File: src/hmpu_defines.svh
`ifndef HMPU_DEFINES_SVH
`define HMPU_DEFINES_SVH
// Coprocessor encodings (opc1, CRn, CRm, opc2)
`define HMPU_CRN_PROT 4'h6
`define HMPU_OPC1_HYP 3'h4
`define HMPU_OPC2_ONE 3'h1
`define HMPU_CRM_ENABLE 4'h1
`define HMPU_CRM_SELECT 4'h2
`define HMPU_CRM_INDIRECT 4'h3
`define HMPU_OPC1_DIRECT_HI 2'h0
`define HMPU_CRM_DIRECT_TOP 1'h1
// Trap bit positions in the hypervisor system trap register
`define HMPU_TRAP_BIT_SIX 6
`define HMPU_TRAP_BIT_TEN 10
// Limit register field layout
`define HMPU_ADDR_MSB 31
`define HMPU_ADDR_LSB 6
`define HMPU_ATTR_MSB 3
`define HMPU_ATTR_LSB 1
`define HMPU_EN_BIT 0
`define HMPU_LOW_ONES 6'h3f
`define HMPU_LOW_ZEROS 6'h00
// Region count and reset values
`define HMPU_MAX_REGIONS 32
`define HMPU_NUM_REGIONS 6'h20
`define HMPU_ENABLE_RESET 32'h0000_0000
`endif

File: src/hmpu_pkg.sv
package hmpu_pkg;
  typedef enum logic [2:0] {
    HMPU_NONE, HMPU_ENABLE, HMPU_SELECT, HMPU_ILIMIT, HMPU_DBASE, HMPU_DLIMIT
  } hmpu_target_t;
  typedef logic [25:0] hmpu_addr_t;
endpackage

File: src/hmpu_region_mem.sv
`timescale 1ns/1ps
`default_nettype none
// Per-region storage of upper address bits with registered read
module hmpu_region_mem (
  // Clock
  input wire logic clk,
  // Write port
  input wire logic wr_en,
  input wire logic [4:0] wr_idx,
  input wire logic [25:0] wr_data,
  // Read port
  input wire logic [4:0] rd_idx,
  output logic [25:0] rd_data,
  // Flat view for address matching
  output logic [32*26-1:0] all_data
);
  typedef struct packed {
    logic [31:0][25:0] mem;
    logic [25:0] rd;
  } hmpu_mem_state_t;

  hmpu_mem_state_t st, next_st;

  // No reset: contents start undefined
  always_comb begin
    next_st = st;
    if (wr_en) begin
      next_st.mem[wr_idx] = wr_data;
    end
    next_st.rd = st.mem[rd_idx];
  end

  // State register
  always_ff @(posedge clk) begin
    st <= next_st;
  end

  assign rd_data = st.rd;
  assign all_data = st.mem;
endmodule
`default_nettype wire

File: src/hmpu_regs.sv
`timescale 1ns/1ps
`default_nettype none
`include "hmpu_defines.svh"

// Function
// Direct base n is opc1 00:n[4], CRm 1:n[3:1], opc2 n[0]:00.
// Direct registers at or beyond the region count are unallocated encodings.
// Lower-level direct base access traps when trap bit ten is set.
// Enable mask bit n aliases region n enable; opc1 100 opc2 001 CRm 0001.
// Mask bits of unimplemented regions read zero and ignore writes.
// All region enables, and thus the mask, reset to zero.
// Lower-level mask or indirect limit access traps when trap bit six set.
// Indirect limit reaches selected region; opc1 100 opc2 001 CRm 0011.
// Limit bits 31:6 give upper bound, low bits ones; bits 5:4 read zero.
// Attribute index 0-3 picks low table fields, 4-7 high table fields.
// Limit bit 0 enables its region; zero disables it.
// Thirty-two direct limit registers share the indirect layout.
// Limit and attribute index fields have no reset value.
// Base bits 31:6 give inclusive lower bound, low bits zero.
// Selector picks region for indirect access; software keeps it below count.
// An address matches only an enabled region within both inclusive bounds.
// Mask and per-region enables are one storage seen by both views.
module hmpu_regs (
  // Clock and reset
  input wire logic clk,
  input wire logic rst_n,
  // Coprocessor access from the core
  input wire logic acc_valid,
  input wire logic acc_write,
  input wire logic [2:0] acc_opc1,
  input wire logic [3:0] acc_crn,
  input wire logic [3:0] acc_crm,
  input wire logic [2:0] acc_opc2,
  input wire logic [31:0] acc_wdata,
  input wire logic acc_from_kernel,
  output logic [31:0] acc_rdata,
  output logic acc_done,
  output logic acc_undef,
  output logic acc_trap,
  // Hypervisor context
  input wire logic hyp_present,
  input wire logic [31:0] hyp_sysreg_trap_reg,
  input wire logic [7:0] region_selector,
  // Address check
  input wire logic [31:0] chk_addr,
  output logic [31:0] region_hit,
  output logic [2:0] hit_attribute_selector,
  output logic hit_attribute_high_table
);
  // ----------------------------------------------------------------
  // State and local nets
  // ----------------------------------------------------------------
  // Registered state of the block, including limit enable and attribute fields; limit and base upper bits live in storage
  typedef struct packed {
    logic [31:0] enables;
    logic [31:0][2:0] attr;
    logic [31:0] rdata;
    logic done;
    logic undef;
    logic trap;
    logic rd_limit;
    logic rd_base;
    logic [31:0] hit;
    logic [2:0] hit_attr;
  } hmpu_state_t;

  hmpu_state_t st, next_st;
  // Decode results, storage views and matching
  hmpu_pkg::hmpu_target_t tgt;
  logic [4:0] idx;
  logic in_range;
  logic [31:0] impl_mask;
  logic mem_wr_lim;
  logic mem_wr_base;
  logic [25:0] lim_rd;
  logic [25:0] base_rd;
  logic [32*26-1:0] lim_all;
  logic [32*26-1:0] base_all;
  hmpu_pkg::hmpu_addr_t chk_hi;
  logic trap_six;
  logic trap_ten;
  logic [31:0] match_vec;
  logic [2:0] match_attr;

  // ----------------------------------------------------------------
  // Helper functions
  // ----------------------------------------------------------------
  // Implemented-region mask
  function automatic logic [31:0] impl_bits(input logic [5:0] cnt);
    logic [31:0] m;
    m = 32'h0000_0000;
    for (int i = 0; i < `HMPU_MAX_REGIONS; i++) begin
      if (6'(i) < cnt) begin
        m[i] = 1'b1;
      end
    end
    return m;
  endfunction

  // Region index carried in a direct encoding
  function automatic logic [4:0] direct_idx(input logic [2:0] o1, input logic [3:0] cm,
                                            input logic [2:0] o2);
    return {o1[0], cm[2:0], o2[2]};
  endfunction

  // Lower-level access caught by one trap bit; hypervisor-level access never traps
  function automatic logic lower_trapped(input logic present, input logic kernel,
                                         input logic [31:0] traps, input int pos);
    return present && kernel && traps[pos];
  endfunction

  // Inclusive bound test on upper address bits
  function automatic logic in_bounds(input hmpu_pkg::hmpu_addr_t a,
                                     input hmpu_pkg::hmpu_addr_t lo,
                                     input hmpu_pkg::hmpu_addr_t hi);
    return a >= lo && a <= hi;
  endfunction

  // Fixed views of the inputs
  assign impl_mask = impl_bits(`HMPU_NUM_REGIONS);
  assign chk_hi = chk_addr[`HMPU_ADDR_MSB:`HMPU_ADDR_LSB];
  assign trap_six = lower_trapped(hyp_present, acc_from_kernel, hyp_sysreg_trap_reg,
                                  `HMPU_TRAP_BIT_SIX);
  assign trap_ten = lower_trapped(hyp_present, acc_from_kernel, hyp_sysreg_trap_reg,
                                  `HMPU_TRAP_BIT_TEN);

  // ----------------------------------------------------------------
  // Access decode
  // ----------------------------------------------------------------
  // Encoding decode; region index from the selector or from the encoding
  always_comb begin
    tgt = hmpu_pkg::HMPU_NONE;
    idx = region_selector[4:0];
    // Only the protection group is decoded; anything else is unallocated
    if (acc_crn != `HMPU_CRN_PROT) begin
      tgt = hmpu_pkg::HMPU_NONE;
    end else if (acc_opc1 == `HMPU_OPC1_HYP && acc_opc2 == `HMPU_OPC2_ONE &&
                 acc_crm == `HMPU_CRM_ENABLE) begin
      tgt = hmpu_pkg::HMPU_ENABLE;
    end else if (acc_opc1 == `HMPU_OPC1_HYP && acc_opc2 == `HMPU_OPC2_ONE &&
                 acc_crm == `HMPU_CRM_INDIRECT) begin
      tgt = hmpu_pkg::HMPU_ILIMIT;
    end else if (acc_opc1[2:1] == `HMPU_OPC1_DIRECT_HI &&
                 acc_crm[3] == `HMPU_CRM_DIRECT_TOP && acc_opc2[1:0] == 2'h0) begin
      // Base n: opc1 0:0:n[4], CRm 1:n[3:1], opc2 n[0]:0:0
      idx = direct_idx(acc_opc1, acc_crm, acc_opc2);
      tgt = hmpu_pkg::HMPU_DBASE;
    end else if (acc_opc1[2:1] == `HMPU_OPC1_DIRECT_HI &&
                 acc_crm[3] == `HMPU_CRM_DIRECT_TOP && acc_opc2[1:0] == 2'h1) begin
      // Limit n differs from base n only in opc2 bit 0
      idx = direct_idx(acc_opc1, acc_crm, acc_opc2);
      tgt = hmpu_pkg::HMPU_DLIMIT;
    end
    // Direct index beyond the implemented count is no storage
    in_range = impl_mask[idx];
  end

  // ----------------------------------------------------------------
  // Region storage
  // ----------------------------------------------------------------
  // Storage writes for limit and base upper bits
  // Refused or trapped accesses never reach storage
  assign mem_wr_lim = acc_valid && acc_write && !next_st.trap && !next_st.undef &&
                      (tgt == hmpu_pkg::HMPU_ILIMIT || tgt == hmpu_pkg::HMPU_DLIMIT);
  // Base words are written only through the direct encodings
  assign mem_wr_base = acc_valid && acc_write && !next_st.trap && !next_st.undef &&
                       tgt == hmpu_pkg::HMPU_DBASE;

  // Limit store, no reset
  hmpu_region_mem u_limit (
    .clk(clk),
    .wr_en(mem_wr_lim),
    .wr_idx(idx),
    .wr_data(acc_wdata[`HMPU_ADDR_MSB:`HMPU_ADDR_LSB]),
    .rd_idx(idx),
    .rd_data(lim_rd),
    .all_data(lim_all)
  );

  // Base store
  hmpu_region_mem u_base (
    .clk(clk),
    .wr_en(mem_wr_base),
    .wr_idx(idx),
    .wr_data(acc_wdata[`HMPU_ADDR_MSB:`HMPU_ADDR_LSB]),
    .rd_idx(idx),
    .rd_data(base_rd),
    .all_data(base_all)
  );

  // ----------------------------------------------------------------
  // Next state
  // ----------------------------------------------------------------
  always_comb begin
    next_st = st;
    next_st.done = acc_valid;
    next_st.undef = 1'b0;
    next_st.trap = 1'b0;
    next_st.rd_limit = 1'b0;
    next_st.rd_base = 1'b0;
    next_st.rdata = 32'h0000_0000;
    // Refusals first: unknown encoding, then missing region, then traps
    if (acc_valid) begin
      if (tgt == hmpu_pkg::HMPU_NONE) begin
        next_st.undef = 1'b1;
      end else if ((tgt == hmpu_pkg::HMPU_DBASE || tgt == hmpu_pkg::HMPU_DLIMIT) &&
                   !in_range) begin
        next_st.undef = 1'b1;
      end else if (trap_ten && tgt == hmpu_pkg::HMPU_DBASE) begin
        next_st.trap = 1'b1;
      end else if (trap_ten && tgt == hmpu_pkg::HMPU_DLIMIT) begin
        next_st.trap = 1'b1;
      end else if (trap_six &&
                   (tgt == hmpu_pkg::HMPU_ENABLE || tgt == hmpu_pkg::HMPU_ILIMIT)) begin
        next_st.trap = 1'b1;
      end else if (acc_write) begin
        if (tgt == hmpu_pkg::HMPU_ENABLE) begin
          next_st.enables = acc_wdata & impl_mask;
        end else if (tgt != hmpu_pkg::HMPU_DBASE) begin
          // Indirect and direct limit share one layout
          next_st.enables[idx] = acc_wdata[`HMPU_EN_BIT] & in_range;
          next_st.attr[idx] = acc_wdata[`HMPU_ATTR_MSB:`HMPU_ATTR_LSB];
        end
      end else begin
        if (tgt == hmpu_pkg::HMPU_ENABLE) begin
          next_st.rdata = st.enables & impl_mask;
        end else if (tgt == hmpu_pkg::HMPU_DBASE) begin
          next_st.rd_base = 1'b1;
        end else begin
          next_st.rd_limit = 1'b1;
          // Bits 5:4 read zero
          next_st.rdata = {26'h0, 2'h0, st.attr[idx], st.enables[idx]};
        end
      end
    end
    // Match results registered for the outputs
    next_st.hit = match_vec;
    next_st.hit_attr = match_attr;
  end

  // ----------------------------------------------------------------
  // Address matching
  // ----------------------------------------------------------------
  // Compare the checked address with every enabled region
  always_comb begin
    match_vec = 32'h0000_0000;
    match_attr = 3'h0;
    for (int r = 0; r < `HMPU_MAX_REGIONS; r++) begin
      // Base low bits zero, limit low bits ones: compare upper bits only
      match_vec[r] = st.enables[r] && impl_mask[r] &&
                     in_bounds(chk_hi, base_all[r*26 +: 26], lim_all[r*26 +: 26]);
    end
    // Lowest-numbered hit region supplies the attribute index
    for (int r = `HMPU_MAX_REGIONS - 1; r >= 0; r--) begin
      if (match_vec[r]) begin
        match_attr = st.attr[r];
      end
    end
  end

  // ----------------------------------------------------------------
  // State register
  // ----------------------------------------------------------------
  // Synchronous reset clears enables and flags; storage keeps its contents
  always_ff @(posedge clk) begin
    if (!rst_n) begin
      st <= next_st;
      st.enables <= `HMPU_ENABLE_RESET;
      st.done <= 1'b0;
      st.undef <= 1'b0;
      st.trap <= 1'b0;
      st.rd_limit <= 1'b0;
      st.rd_base <= 1'b0;
      st.rdata <= 32'h0000_0000;
      st.hit <= 32'h0000_0000;
      st.hit_attr <= 3'h0;
    end else begin
      st <= next_st;
    end
  end

  // ----------------------------------------------------------------
  // Outputs
  // ----------------------------------------------------------------
  // Read data merges registered memory output with registered fields
  always_comb begin
    acc_rdata = st.rdata;
    if (st.rd_limit) begin
      acc_rdata = {lim_rd, st.rdata[5:0]};
    end else if (st.rd_base) begin
      acc_rdata = {base_rd, `HMPU_LOW_ZEROS};
    end
  end

  // Handshake flags and match results straight from the state register
  assign acc_done = st.done;
  assign acc_undef = st.undef;
  assign acc_trap = st.trap;
  assign region_hit = st.hit;
  // Index 4-7 selects the high attribute table
  assign hit_attribute_selector = st.hit_attr;
  assign hit_attribute_high_table = st.hit_attr[2];
endmodule
`default_nettype wire

File: config.mk
export PLATFORM = sky130hd
export DESIGN_NAME = hmpu_regs
export DESIGN_NICKNAME = d
export VERILOG_FILES = /design/src/hmpu_pkg.sv /design/src/hmpu_region_mem.sv /design/src/hmpu_regs.sv
export VERILOG_INCLUDE_DIRS = /design/src /design/src/src
export SDC_FILE = /design/constraint.sdc
export NUM_CORES = 2
export LEC_CHECK = 0
export ABC_AREA = 1
export BUFFER_PORTS_ARGS = -buffer_cell sky130_fd_sc_hd__buf_2
export CORE_MARGIN = 5
export CORE_UTILIZATION = 35
export CTS_CLUSTER_DIAMETER = 100
export DETAILED_ROUTE_END_ITERATION = 10
export PLACE_DENSITY = 0.61
export SETUP_SLACK_MARGIN = 0.5
export SLEW_MARGIN = 20
export SYNTH_ARGS = -nofsm -noshare
export SYNTH_HDL_FRONTEND = slang
export SYNTH_SLANG_ARGS = --single-unit
File: constraint.sdc
create_clock -name clk -period 10.48 [get_ports clk]
set_clock_uncertainty 0.2 [all_clocks]
set_input_delay 1.048 -clock clk [delete_from_list [all_inputs] [get_ports clk]]
set_output_delay 1.048 -clock clk [all_outputs]
set_load 0.05 [all_outputs]
==> metrics.md <==
| Metric | Value |
|---|---|
| Syn Inst Count | 11000 |
| CP most frequent cell | nand3_1 |
| Number of routed nets with antenna violations | 0 |
| Initial drt markers | 11700 |
| Synth Register Bits | 1916 |
| Worst-Skew Late Latency | 0.94 ns |
| Num CTS Buffers | 215 |
| Comb pwr share | 10.1% |
| Die area | 335000 sq um |
| Crit start category | input port |
| Worst path required time | 11.13 ns |
| Post-synthesis sequential area ratio | 49.5% |
| HP Start | acc_valid |
| Starting Density | 35.2% |
| Crit path time final | 6.01 ns |
| Endpoint class of the critical path | register |
| Ports | 195 |
| Commonest non-fill, non-tap cell in the layout | inv_1 |
| Final Net Count | 13100 |
| CTS root buffer | clkbuf_16 |
| # DRC | 0 |
| Slowest stage delay, CP | 0.62 ns |
| Synthesized area | 113000 sq um |
| Most frequent cells in the layout | inv_1 (2059), edfxtp_1 (1760), ha_1 (1664), nand2_1 (1085), a21oi_1 (772) |
| CTS clk-pin slew, worst paths | 0.06 ns |
| Internal power | 0.0133 W |
| CTS HTree Levels | 4 |
| First-pass GRT wire length | 603000 um |
| Layout Cells excl Fill | 15800 |
| P per Cell Area | 141 nW/um^2 |
| Largest net degree at the start of global routing | 129 |
| Top post-synthesis cells by area | edfxtp_1 (47%), ha_1 (18%), inv_1 (6.8%) |
| CTS Hold Buffers Added | 0 |
| Hold Path Depth | 3 |
| Area leader, netlist | edfxtp_1 |
| NetSw | 0.00465 W |
| Filler cells | 31200 |
| Run status | finished clean |
| Main flop type after synthesis | edfxtp_1 |
| RSZ-0062 raised after global routing | false |
| Post-DP HPWL | 306000 um |
| Hold crit path type | input port to register |
| Grt total ovfl | 0 |
| Worst vdd ir | 0.000133 V |
| CTS max path bufs | 4 |
| Final Hold Viols | 0 |
| Syn nets | 12800 |
| Detailed Route WL | 432000 um |
| Total clock sinks | 1916 |
| WHS Endpoint | acc_done |
| CTS tree | built |
| Num rows | 208 |
| Vias in the first global route | 84800 |
| Sequential share of power | 46.8% |
| Syn-to-layout area delta | 12.5% |
| Setup TNS | 0 ns |
| Share of the synthesized area in the top cell type | 46.7% |
| Crit Reg-Reg Startpoint | u_base.all_data[685] |
| Via-to-Cell Ratio | 5.67 |
| Ys Warns | 0 |
| Final slew viol count | 0 |
| Highest clock rate | 0.166 GHz |
| Post-CTS Setup Repair Bufs | 0 |
| Tot GR Track Use | 24.9% |
| CP max FO | 25 |
| Flop-to-flop setup slack | 5.22 ns |
| DR WL/cell | 27.3 um |
| Detailed Routing Iterations Pass 1 | 6 |
| Core box area | 321000 sq um |
| Post-cts sizing count | 0 |
| Yosys cell types | 71 |
| Clock power frac | 43.1% |
| Global placement routability congestion | 0.994 |
| Leak | 54.4 nW |
| Initial antenna violation count | 54 |
| Crit share post-route | 57.3% |
| R2R Path End | hit_attribute_selector[2] |
| Port buffer count | 155 |
| Chip width | 579 um |
| DR vias | 89600 |
| Final setup vio count | 0 |
| # placed instances | 15400 |
| Share of cells above drive strength 1 | 7.54% |
| Max_slew headroom | 9.32% |
| EDFF count, synth | 1760 |
| Slowest CP cell | buf_4 |
| WP data arrival | 6.65 ns |
| Slew of the pin with the lowest slew margin | 1.35 ns |
| Syn Area/Cell | 10.3 sq um |
| Sw Share | 25.9% |
| Type of the worst setup path | input port to register |
| FF-to-FF path depth | 39 |
| Max Cap Violations | 0 |
| Die Span Y | 579 um |
| Fraction of registers with async set/reset | 0% |
-- area by class of cell --
type | instances | area (sq um) | share of cell area [%]
Inverter | 2078 | 7830 | 6.15
Tap cell | 4305 | 5390 | 4.23
Sequential cell | 1916 | 56000 | 44.0
Multi-Input combinational cell | 6715 | 48300 | 38.0
Antenna cell | 35 | 87.6 | 0.0688
Clock buffer | 261 | 5790 | 4.55
Timing Repair Buffer | 361 | 2630 | 2.06
Clock inverter | 132 | 1270 | 1.00
-- routing by layer --
layer,global-route usage (%),share of wire (%)
met4,15.7,7.3
met1,32.9,39
met5,0,0.026
met3,5.64,11
met2,37.0,42
-- stage by stage --
stage,total power (W),cell area [sq um],hold WS [ns],util [%],setup WS [ns]
floorplan,0.00935,113000,0.241,-,5.19
global placement,0.0103,120000,0.275,37.4,3.72
detailed placement,0.0103,120000,0.272,37.4,3.71
CTS,0.0179,127000,0.140,39.6,4.64
global route,0.0184,127000,0.202,39.6,4.19
finish,0.0179,127000,0.161,39.6,4.47
-- cell usage after synthesis, types with 7 or more instances --
cell type  count
o221ai_1     205
buf_4         35
nor3_2         7
nor2_1       630
or2_2         26
a21oi_1      772
nor4_1        82
inv_1       2061
dfxtp_1      156
a22oi_1      213
o21a_1        53
clkbuf_1     206
a31oi_1       14
a221oi_1      85
ha_1        1664
o41ai_1       13
o21ai_1       22
o21bai_1      19
o2111ai_1     27
nand4_1      195
inv_2         12
o22ai_1      472
nor3_1        92
nand3_1      191
a21o_1        16
buf_1         67
nand2_2        9
a2111oi_0     10
edfxtp_1    1760
o211ai_1      34
or4_1         15
a211oi_1     124
nand2_1     1086
a22o_1        57
o21ai_0      493
-- worst max-delay path, delay by kind of cell --
kind	cells	cell delay [ns]
AO/OA/AOI/OAI	5	1.07
adder cells (fa/ha/maj)	1	0.32
buffers and inverters	3	1.40
AND/OR/NAND/NOR	28	2.78
-- power by group through the flow --
stage	sequential (W)	clock (W)	combinational, W
3_5_place_dp	0.00855	0	0.00174
2_1_floorplan	0.00854	0	0.000811
5_1_grt	0.00838	0.00809	0.00191
3_3_place_gp	0.00854	0	0.00172
4_1_cts	0.00838	0.00777	0.00175
6_report	0.00838	0.00773	0.00181
-- kinds of logic after synthesis --
kind of cell | synth area share (%)
flip-flops | 49.5
buffers and inverters | 8.05
adder cells (fa/ha/maj) | 18.4
AO/OA/AOI/OAI | 14.8
AND/OR/NAND/NOR | 9.26
-- sequential cells by signal, indices dropped and copies added, names as in the netlist --
register,flops
u_limit.all_data,832
acc_done,1
acc_trap,1
region_hit,32
st,162
u_limit.rd_data,26
u_base.all_data,832
acc_undef,1
u_base.rd_data,26
hit_attribute_selector,3
-- how the worst max path moves through the flow --
stage / startpoint / to / slack, ns / cells past startpoint
global route: chk_addr[28] / hit_attribute_selector[1] / 4.19 / 39
floorplan: chk_addr[6] / hit_attribute_selector[0] / 5.19 / 30
finish: chk_addr[26] / hit_attribute_selector[1] / 4.47 / 37
CTS: chk_addr[11] / hit_attribute_selector[1] / 4.64 / 31
detailed placement: chk_addr[11] / hit_attribute_selector[1] / 3.71 / 31
global placement: chk_addr[26] / hit_attribute_selector[1] / 3.72 / 37
No activity file was read; power rests on OpenSTA's default activity.
